[config.mk]
export PLATFORM = sky130hd
export DESIGN_NAME = opcode_decode_cycle_cost
export DESIGN_NICKNAME = d
export VERILOG_FILES = /design/src/decode_cost_pkg.sv /design/src/opcode_decode_cycle_cost.sv
export SDC_FILE = /design/constraint.sdc
export NUM_CORES = 1
export LEC_CHECK = 0
export ABC_CLOCK_PERIOD_IN_PS = 6650
export BUFFER_PORTS_ARGS = -buffer_cell sky130_fd_sc_hd__clkbuf_2
export CORE_UTILIZATION = 40
export CTS_BUF_LIST = sky130_fd_sc_hd__clkbuf_2
export DETAILED_ROUTE_END_ITERATION = 8
export PLACE_DENSITY = 0.64
export SYNTH_ARGS = -nofsm -noshare
export SYNTH_HDL_FRONTEND = slang
export SYNTH_SLANG_ARGS = --single-unit
[constraint.sdc]
create_clock -name mclk -period 6.65 [get_ports mclk]
set_input_delay 0.665 -clock mclk [delete_from_list [all_inputs] [get_ports mclk]]
set_output_delay 0.665 -clock mclk [all_outputs]
set_load 0.01 [all_outputs]
[src/decode_cost_pkg.sv]
// Package: opcode classes, cost constants and carrier structs for the decoder
//
// Contract
// - Each wait state adds one clock per data access of the instruction.
// - 1000100w modrm: transfer to r/m, 2 clocks, 0 or 1 data cycles.
// - 1000101w modrm: transfer from r/m, 2 clocks register, 4 clocks memory.
// - 1100011w reg 000 with immediate: immediate transfer, 2 clocks.
// - 10001110: segment register load, memory form uses six data cycles.
// - 0F then 1011011w: zero extending transfer, 3 or 6 clocks.
// - 11111111 reg 110: stack store, 7 or 9 clocks, 2 or 4 cycles.
// - 10001111 reg 000: stack load, 7 or 9 clocks, 2 or 4 cycles.
// - 1000011w modrm: operand swap, 3 or 5 clocks, 0 or 2 cycles.
// - 1110010w port: fixed port input, 6 or 26 clocks, one cycle.
// - 1110011w port: fixed port output, 4 or 24 clocks, one cycle.
// - 10001101 modrm: effective address load, 2 clocks, no data cycle.
// - C5 and C4: far pointer loads, 26 clocks, six data cycles.
// - 0F B4 and 0F B5: far pointer loads, 29 clocks, six cycles.
// - 0F B2: far pointer load to stack segment, 26 clocks, six cycles.
// - 0F 06: task switched flag clear, 6 clocks.
// - 11111010: interrupt enable clear, cost 6 or 8 by note condition.
// - Interrupt enable set executes in 8 clocks.
// - 10011110: flags from high accumulator byte, 3 clocks.
// - 000100dw: add with carry register to register, 2 clocks, no cycles.
// - 0001000w: add with carry into memory, 7 clocks, two data cycles.
// - 100000sw reg 010: add with carry immediate, 2 or 7, 0 or 2.
// - 100000sw reg 000: add immediate, 2 or 7 clocks, 0 or 2.
// - 1111111w reg 000: increment, 2 or 6 clocks, 0 or 2 cycles.
// - Smaller count for register operand, larger for memory operand.
// - Two register address components add one clock.
// - Misaligned operand adds 2 for read or write, 4 for both.
package decode_cost_pkg;

  typedef enum logic [4:0] {
    OP_NONE, XFER_TO_RM, XFER_FROM_RM, XFER_IMM, SEG_LOAD, ZX_XFER,
    STACK_STORE, STACK_LOAD, SWAP_RM, PORT_IN, PORT_OUT, EA_LOAD,
    FP_DATA, FP_EXTRA, FP_THIRD, FP_FOURTH, FP_STACK, TS_CLEAR,
    IE_CLEAR, IE_SET, FLAGS_AH, ADC_RR, ADC_RM, ADC_IMM, ADD_IMM, INC_RM
  } op_class_t;

  // Instruction bytes as handed over by the prefetch queue
  typedef struct packed {
    logic       two_byte;
    logic [7:0] opcode;
    logic [7:0] modrm;
  } insn_t;

  // Per-instruction execution conditions from the bus unit
  typedef struct packed {
    logic [3:0] wait_states;
    logic       two_reg_ea;
    logic       misaligned;
    logic       note_cond;
  } exec_cond_t;

  // Table entry: clock and data cycle pairs, register then memory
  typedef struct packed {
    op_class_t  cls;
    logic [4:0] clk_reg;
    logic [4:0] clk_mem;
    logic [2:0] dc_reg;
    logic [2:0] dc_mem;
    logic       uses_ea;
    logic       rmw;
  } entry_t;

  // Decoded cost handed to execution
  typedef struct packed {
    logic       valid;
    logic       known;
    logic       wide;
    logic       mem_op;
    op_class_t  cls;
    logic [8:0] clocks;
    logic [2:0] data_cycles;
  } cost_t;

  localparam logic [7:0] ESC_BYTE   = 8'h0f;
  localparam logic [1:0] MOD_REG    = 2'h3;
  localparam logic [4:0] EXTRA_EA   = 5'h01;
  localparam logic [4:0] MIS_ONE    = 5'h02;
  localparam logic [4:0] MIS_BOTH   = 5'h04;
  localparam logic [4:0] CLK_SEGM   = 5'h16;
  localparam logic [4:0] CLK_SEGR   = 5'h1d;
  localparam logic [4:0] CLK_FAR    = 5'h1a;
  localparam logic [4:0] CLK_FARX   = 5'h1d;
  localparam logic [4:0] CLK_INF    = 5'h06;
  localparam logic [4:0] CLK_INS    = 5'h1a;
  localparam logic [4:0] CLK_OUTF   = 5'h04;
  localparam logic [4:0] CLK_OUTS   = 5'h18;
  localparam logic [4:0] CLK_IECF   = 5'h06;
  localparam logic [4:0] CLK_IECS   = 5'h08;
  localparam logic [4:0] CLK_IES    = 5'h08;

endpackage

[src/opcode_decode_cycle_cost.sv]
// Opcode decoder producing total clock count and data bus cycle count
`timescale 1ns/10ps
`default_nettype none

module opcode_decode_cycle_cost (
  // Clock, reset and enable
  input  wire logic                        mclk,
  input  wire logic                        rst_b,
  input  wire logic                        ce,
  // Instruction from prefetch queue
  input  wire logic                        in_valid,
  input  wire decode_cost_pkg::insn_t      insn,
  input  wire decode_cost_pkg::exec_cond_t cond,
  // Cost to execution and bus units
  output logic                             out_valid,
  output decode_cost_pkg::cost_t           cost
);

  typedef struct packed {
    decode_cost_pkg::cost_t cost;
  } state_t;

  state_t state_reg;
  state_t state_next;

  // Builds one table entry
  function automatic decode_cost_pkg::entry_t ent(
    input decode_cost_pkg::op_class_t c,
    input logic [4:0] cr,
    input logic [4:0] cm,
    input logic [2:0] dr,
    input logic [2:0] dm,
    input logic       ea,
    input logic       rw
  );
    decode_cost_pkg::entry_t e;
    e.cls     = c;
    e.clk_reg = cr;
    e.clk_mem = cm;
    e.dc_reg  = dr;
    e.dc_mem  = dm;
    e.uses_ea = ea;
    e.rmw     = rw;
    return e;
  endfunction

  // Opcode table lookup; unknown patterns give class OP_NONE
  function automatic decode_cost_pkg::entry_t decode(
    input decode_cost_pkg::insn_t i,
    input logic                   nc
  );
    decode_cost_pkg::entry_t e;
    logic [2:0] rf;
    e  = ent(decode_cost_pkg::OP_NONE, 5'h00, 5'h00, 3'h0, 3'h0, 1'b0, 1'b0);
    rf = i.modrm[5:3];
    if (i.two_byte) begin
      // Second byte after the escape
      casez (i.opcode)
        8'b1011011?: e = ent(decode_cost_pkg::ZX_XFER, 5'h03, 5'h06,
                             3'h0, 3'h1, 1'b1, 1'b0);
        8'hb4: e = ent(decode_cost_pkg::FP_THIRD, decode_cost_pkg::CLK_FARX,
                       decode_cost_pkg::CLK_FARX, 3'h6, 3'h6, 1'b1, 1'b0);
        8'hb5: e = ent(decode_cost_pkg::FP_FOURTH, decode_cost_pkg::CLK_FARX,
                       decode_cost_pkg::CLK_FARX, 3'h6, 3'h6, 1'b1, 1'b0);
        8'hb2: e = ent(decode_cost_pkg::FP_STACK, decode_cost_pkg::CLK_FAR,
                       decode_cost_pkg::CLK_FAR, 3'h6, 3'h6, 1'b1, 1'b0);
        8'h06: e = ent(decode_cost_pkg::TS_CLEAR, 5'h06, 5'h06,
                       3'h0, 3'h0, 1'b0, 1'b0);
        default: e.cls = decode_cost_pkg::OP_NONE;
      endcase
    end else begin
      casez (i.opcode)
        8'b1000100?: e = ent(decode_cost_pkg::XFER_TO_RM, 5'h02, 5'h02,
                             3'h0, 3'h1, 1'b1, 1'b0);
        8'b1000101?: e = ent(decode_cost_pkg::XFER_FROM_RM, 5'h02, 5'h04,
                             3'h0, 3'h1, 1'b1, 1'b0);
        8'b1100011?: begin
          if (rf == 3'h0) begin
            e = ent(decode_cost_pkg::XFER_IMM, 5'h02, 5'h02,
                    3'h0, 3'h1, 1'b1, 1'b0);
          end
        end
        8'h8e: e = ent(decode_cost_pkg::SEG_LOAD, decode_cost_pkg::CLK_SEGM,
                       decode_cost_pkg::CLK_SEGR, 3'h0, 3'h6, 1'b1, 1'b0);
        8'hff: begin
          if (rf == 3'h6) begin
            e = ent(decode_cost_pkg::STACK_STORE, 5'h07, 5'h09,
                    3'h2, 3'h4, 1'b1, 1'b1);
          end else if (rf == 3'h0) begin
            e = ent(decode_cost_pkg::INC_RM, 5'h02, 5'h06,
                    3'h0, 3'h2, 1'b1, 1'b1);
          end
        end
        8'hfe: begin
          if (rf == 3'h0) begin
            e = ent(decode_cost_pkg::INC_RM, 5'h02, 5'h06,
                    3'h0, 3'h2, 1'b1, 1'b1);
          end
        end
        8'h8f: begin
          if (rf == 3'h0) begin
            e = ent(decode_cost_pkg::STACK_LOAD, 5'h07, 5'h09,
                    3'h2, 3'h4, 1'b1, 1'b1);
          end
        end
        8'b1000011?: e = ent(decode_cost_pkg::SWAP_RM, 5'h03, 5'h05,
                             3'h0, 3'h2, 1'b1, 1'b1);
        8'b1110010?: begin
          // Note condition picks the slower count
          e = ent(decode_cost_pkg::PORT_IN,
                  nc ? decode_cost_pkg::CLK_INS : decode_cost_pkg::CLK_INF,
                  nc ? decode_cost_pkg::CLK_INS : decode_cost_pkg::CLK_INF,
                  3'h1, 3'h1, 1'b0, 1'b0);
        end
        8'b1110011?: begin
          e = ent(decode_cost_pkg::PORT_OUT,
                  nc ? decode_cost_pkg::CLK_OUTS : decode_cost_pkg::CLK_OUTF,
                  nc ? decode_cost_pkg::CLK_OUTS : decode_cost_pkg::CLK_OUTF,
                  3'h1, 3'h1, 1'b0, 1'b0);
        end
        8'h8d: e = ent(decode_cost_pkg::EA_LOAD, 5'h02, 5'h02,
                       3'h0, 3'h0, 1'b1, 1'b0);
        8'hc5: e = ent(decode_cost_pkg::FP_DATA, decode_cost_pkg::CLK_FAR,
                       decode_cost_pkg::CLK_FAR, 3'h6, 3'h6, 1'b1, 1'b0);
        8'hc4: e = ent(decode_cost_pkg::FP_EXTRA, decode_cost_pkg::CLK_FAR,
                       decode_cost_pkg::CLK_FAR, 3'h6, 3'h6, 1'b1, 1'b0);
        8'hfa: begin
          e = ent(decode_cost_pkg::IE_CLEAR,
                  nc ? decode_cost_pkg::CLK_IECS : decode_cost_pkg::CLK_IECF,
                  nc ? decode_cost_pkg::CLK_IECS : decode_cost_pkg::CLK_IECF,
                  3'h0, 3'h0, 1'b0, 1'b0);
        end
        8'hfb: e = ent(decode_cost_pkg::IE_SET, decode_cost_pkg::CLK_IES,
                       decode_cost_pkg::CLK_IES, 3'h0, 3'h0, 1'b0, 1'b0);
        8'h9e: e = ent(decode_cost_pkg::FLAGS_AH, 5'h03, 5'h03,
                       3'h0, 3'h0, 1'b0, 1'b0);
        8'b0001000?: begin
          // Register forms cost 2, memory destination is read and write
          e = ent(decode_cost_pkg::ADC_RM, 5'h02, 5'h07,
                  3'h0, 3'h2, 1'b1, 1'b1);
        end
        8'b0001001?: e = ent(decode_cost_pkg::ADC_RR, 5'h02, 5'h02,
                             3'h0, 3'h0, 1'b0, 1'b0);
        8'b100000??: begin
          if (rf == 3'h2) begin
            e = ent(decode_cost_pkg::ADC_IMM, 5'h02, 5'h07,
                    3'h0, 3'h2, 1'b1, 1'b1);
          end else if (rf == 3'h0) begin
            e = ent(decode_cost_pkg::ADD_IMM, 5'h02, 5'h07,
                    3'h0, 3'h2, 1'b1, 1'b1);
          end
        end
        default: e.cls = decode_cost_pkg::OP_NONE;
      endcase
    end
    return e;
  endfunction

  // Wait clocks: one per wait state on every data access
  function automatic logic [6:0] wait_cost(
    input logic [3:0] ws,
    input logic [2:0] dc
  );
    return 7'(ws * dc);
  endfunction

  decode_cost_pkg::entry_t ent_c;
  logic                    mem_c;
  logic [2:0]              dc_c;
  logic [4:0]              base_c;
  logic [4:0]              ea_c;
  logic [4:0]              mis_c;

  // Register versus memory selection and per-instruction adders
  always_comb begin
    ent_c  = decode(insn, cond.note_cond);
    // Mod 11 selects a register operand; other mods address memory only for entries with an r/m operand
    mem_c  = ent_c.uses_ea && (insn.modrm[7:6] != decode_cost_pkg::MOD_REG);
    base_c = mem_c ? ent_c.clk_mem : ent_c.clk_reg;
    dc_c   = mem_c ? ent_c.dc_mem : ent_c.dc_reg;
    ea_c   = (mem_c && cond.two_reg_ea) ? decode_cost_pkg::EXTRA_EA : 5'h00;
    mis_c  = 5'h00;
    // Read-modify-write forms touch the operand twice
    if (cond.misaligned && (dc_c != 3'h0)) begin
      mis_c = ent_c.rmw ? decode_cost_pkg::MIS_BOTH : decode_cost_pkg::MIS_ONE;
    end
  end

  // Next state: a new cost per accepted instruction; with ce high and no request only valid clears
  always_comb begin
    state_next = state_reg;
    if (ce) begin
      state_next.cost.valid = in_valid;
      if (in_valid) begin
        state_next.cost.known       = (ent_c.cls != decode_cost_pkg::OP_NONE);
        state_next.cost.cls         = ent_c.cls;
        state_next.cost.mem_op      = mem_c;
        // Byte form has w clear; zero extend source is always narrow or wide
        state_next.cost.wide        = insn.opcode[0];
        state_next.cost.data_cycles = dc_c;
        state_next.cost.clocks      = 9'(base_c) + 9'(ea_c) + 9'(mis_c)
                                      + 9'(wait_cost(cond.wait_states, dc_c));
      end
    end
  end

  // State register; ce low freezes everything
  always_ff @(posedge mclk) begin
    if (!rst_b) begin
      state_reg <= '0;
    end else begin
      state_reg <= state_next;
    end
  end

  assign out_valid = state_reg.cost.valid;
  assign cost      = state_reg.cost;
endmodule

`default_nettype wire

==> summary.md <==
| Metric | Value |
|---|---|
| Die Y | `about 80 µm` |
| Crit path capture type | `flip-flop` |
| Slowest-stage cell, CP | `a2111oi_1` |
| Core area | `about 5700 µm²` |
| CTS H-tree lvls | `1` |
| Layout cells sized above 1 | `0.185` |
| Synthesized instance count | `329` |
| M3 GR Usage | `0.0240` |
| CP Launch Point | `insn[13]` |
| CP Capture Point | `cost[9]$_SDFFE_PN0P_` |
| Clock tree from TritonCTS | `built` |
| Post-route minimum period | `about 5.5 ns` |
| Setup Total Neg Slack | `0 ns` |
| Die Wd | `~80 µm` |
| Avg Cell Area, Syn | `about 7.4 µm²` |
| Worst hold path class | `flip-flop to flip-flop` |
| Hold buffers post-CTS | `0` |
| Finish-stage setup viols | `0` |
| DPL Wire Length | `5.12 mm` |
| Critical Path Source Type | `primary input` |
| CTS sink count | `20` |
| Clock Root Buffer | `clkbuf_2` |
| # rows | `27` |
| RSZ-0062 raised after global routing | `false` |
| Area Growth Syn to Fin | `9.44%` |
| Final Slew Violations | `0` |
| Vias in the first global route | `about 2.3k` |
| Worst skew pair latency | `0.30 ns` |
| Leakage | `between 1 and 1.5 nW` |
| CTS Buffer Depth | `2` |
| Final cell count without fillers | `~430` |
| Number of synthesized flops with an enable pin | `0` |
| Period utilization | `0.834` |
| Met2 GRT Util | `0.341` |
| DIE AREA | `between 6000 and 7000 µm²` |
| Slew HR | `0.440` |
| Met1 Usage GRT | `0.310` |
| Main synth FF type | `dfxtp_1` |
| Grt total ovfl | `0` |
| Sequential fraction of the synthesis area | `0.165` |
| Post-CTS sizing | `0` |
| Syn Nets | `around 380` |
| Vias/cell | `roughly 6` |
| Skew final | `0 ns` |
| Post-DRT Antenna Nets | `0` |
| R2R Setup Slk | `5.89 ns` |
| I/O pins | `50` |
| FF+latch count, synth | `20` |
| WHS Path Cells | `2` |
| Initial Util | `0.427` |
| Drt initial violations | `between 200 and 250` |
| Routed len/inst | `between 15 and 20 µm` |
| Clk pin slew, worst setup/hold paths | `roughly 0.18 ns` |
| Post-CTS Setup Bufs | `0` |
| Status | `completed` |
| IO buf count | `45` |
| Placed Cells | `424` |
| Drt total wl | `around 6.5 mm` |
| Largest net degree at the start of global routing | `27` |
| Setup CP Type | `primary input to flip-flop` |
| Netlist Area Pre-Place | `2420 µm²` |
| Crit path cell chain | `clkbuf_2 -> or4b_1 -> o22ai_1 -> a2111oi_1 -> nand3_1 -> and4_4 -> nand2_1 -> fa_1 -> fa_1 -> fa_1 -> inv_1 -> ha_1 -> a21o_1 -> a21oi_1 -> o21bai_1 -> a21oi_1 -> xnor2_1 -> a21oi_1` |
| Crit path DAT | `5.74 ns` |
| VDD IR max | `65.5 µV` |
| Ys async rst share | `0` |
| Critical path data required time | `6.84 ns` |
| GPL Wtd Cong | `0.944` |
| DR vias | `between 2k and 3k` |
| Initial antenna violation count | `0` |
| DRC viols | `0` |
| Final hold vios | `0` |
| Maxcap violations | `0` |
| TritonCTS buffer count | `3` |
| GR peak layer | `met2` |
| Largest fanout on the critical path | `14` |
| Nets@finish | `~410` |
| Syn. warnings | `0` |
| Crit Reg-Reg Endpoint | `cost[1]$_SDFFE_PN0P_` |
| Reg-to-Reg Start | `cost[1]$_SDFFE_PN0P_` |
| Drt pass-1 iters | `4` |
| Max Fclk | `180 MHz` |
| Worst path max stage delay | `between 0.8 and 0.9 ns` |
| GRT Util Overall | `0.217` |
| Worst Max-Slew Pin Slew | `between 0.8 and 0.9 ns` |
| PwrDens | `around 110 nW/µm²` |
| Synth cell types | `71` |
| ANT cells | `0` |
| Reg2Reg Depth | `2` |
| First-pass GRT wire length | `about 11 mm` |
## layout by cell type, fill, tap and decap left out, drive strengths merged, types with 3 or more instances in the layout
cell,netlist,routed
nand4,6,6
inv,25,25
buf,13,4
a21oi,14,14
nor2,22,22
a31oi,5,5
and2,9,9
o22ai,6,6
clkbuf,13,48
dfxtp,20,20
nand2,44,44
nand3,6,6
o21a,4,4
nor3b,4,4
a211oi,4,4
o21ai,23,23
and3,4,4
fa,9,9
ha,15,15
a21o,3,3
nor4,4,4
nand2b,6,6
or2,3,3
nor3,7,7
a21boi,9,9
## Yosys cell counts, types with 3 or more instances
cell type,count,area (µm²)
clkbuf_1,13,48.8
a21oi_1,14,70.1
nand2_1,43,161
nand2b_1,6,37.5
a21o_1,3,22.5
nor3b_1,4,30.0
or2_2,3,18.8
and3_1,4,25.0
dfxtp_1,20,400
nand3_1,5,25.0
o22ai_1,4,25.0
nor3_1,7,35.0
inv_1,25,93.8
a211oi_1,4,30.0
nor2_1,22,82.6
a21boi_0,9,67.6
buf_2,6,30.0
o21a_1,4,30.0
fa_1,9,180
and2_1,9,56.3
o21ai_0,23,115
a31oi_1,4,25.0
ha_1,15,188
buf_4,4,30.0
nand4_1,6,37.5
nor4_1,3,18.8
## metrics by stage
stage / power [mW] / hold slack (ns) / area, µm² / utilization / setup WS (ns)
global placement: 0.235 / 0.450 / 2640 / 0.464 / 0.873
finish: 0.282 / 0.474 / 2650 / 0.468 / 1.10
detailed placement: 0.236 / 0.458 / 2640 / 0.464 / 0.774
floorplan: 0.207 / 0.485 / 2420 / - / 1.43
CTS: 0.284 / 0.479 / 2650 / 0.468 / 1.11
global route: 0.305 / 0.499 / 2650 / 0.468 / 0.842
## layout make-up
type	instances	area (µm²)
Tap cell	72	90.1
Multi-Input combinational cell	258	1800
Sequential cell	20	400
Timing Repair Buffer	49	255
Clock inverter	1	3.75
Clock buffer	3	15.0
Inverter	25	93.8
Fill cell	606	3020
## cells by family after synthesis
kind of cell    synth area share
buf+inv                   0.0944
flops                      0.165
fa+ha+maj                  0.152
other cells              0.00155
compound gates             0.287
xor+xnor                 0.00723
simple gates               0.285
mux                      0.00826
## critical path, delay by kind of cell
family | cells | cell delay [ns]
buffers and inverters | 2 | 0.30
adders and majority gates | 4 | 1.86
xor gates and xnor gates | 1 | 0.15
AOI/OAI and AO/OA | 7 | 1.74
and+or+nand+nor | 4 | 1.03
## sequential cells by signal, summed over array words and instances (netlist names)
name and flops:
cost 19, out_valid 1
## routing by layer
layer  vias up  share of wire
met5         -              0
met4         0         0.0094
met3         6          0.071
met2       104           0.44
met1      1147           0.48
li1       1249              -
## worst min path at each step
stage | from | slack [ns] | end
final | cost[17]$_SDFFE_PN0P_ | 0.47 | cost[17]$_SDFFE_PN0P_
after global routing | cost[3]$_SDFFE_PN0P_ | 0.50 | cost[3]$_SDFFE_PN0P_
after CTS | cost[17]$_SDFFE_PN0P_ | 0.48 | cost[17]$_SDFFE_PN0P_
after detailed placement | cost[17]$_SDFFE_PN0P_ | 0.46 | cost[17]$_SDFFE_PN0P_
after global placement | cost[8]$_SDFFE_PN0P_ | 0.45 | cost[8]$_SDFFE_PN0P_
after floorplan | cost[6]$_SDFFE_PN0P_ | 0.49 | cost[6]$_SDFFE_PN0P_
## power by group
| group | leakage [nW] | switching (mW) | internal (mW) | total [mW] |
|---|---|---|---|---|
| combinational | 0.998 | 0.0651 | 0.0404 | 0.106 |
| sequential | 0.163 | 0.00291 | 0.126 | 0.129 |
| clock | 0.0140 | 0.0341 | 0.0131 | 0.0472 |
(Power assumes the default switching activity.)
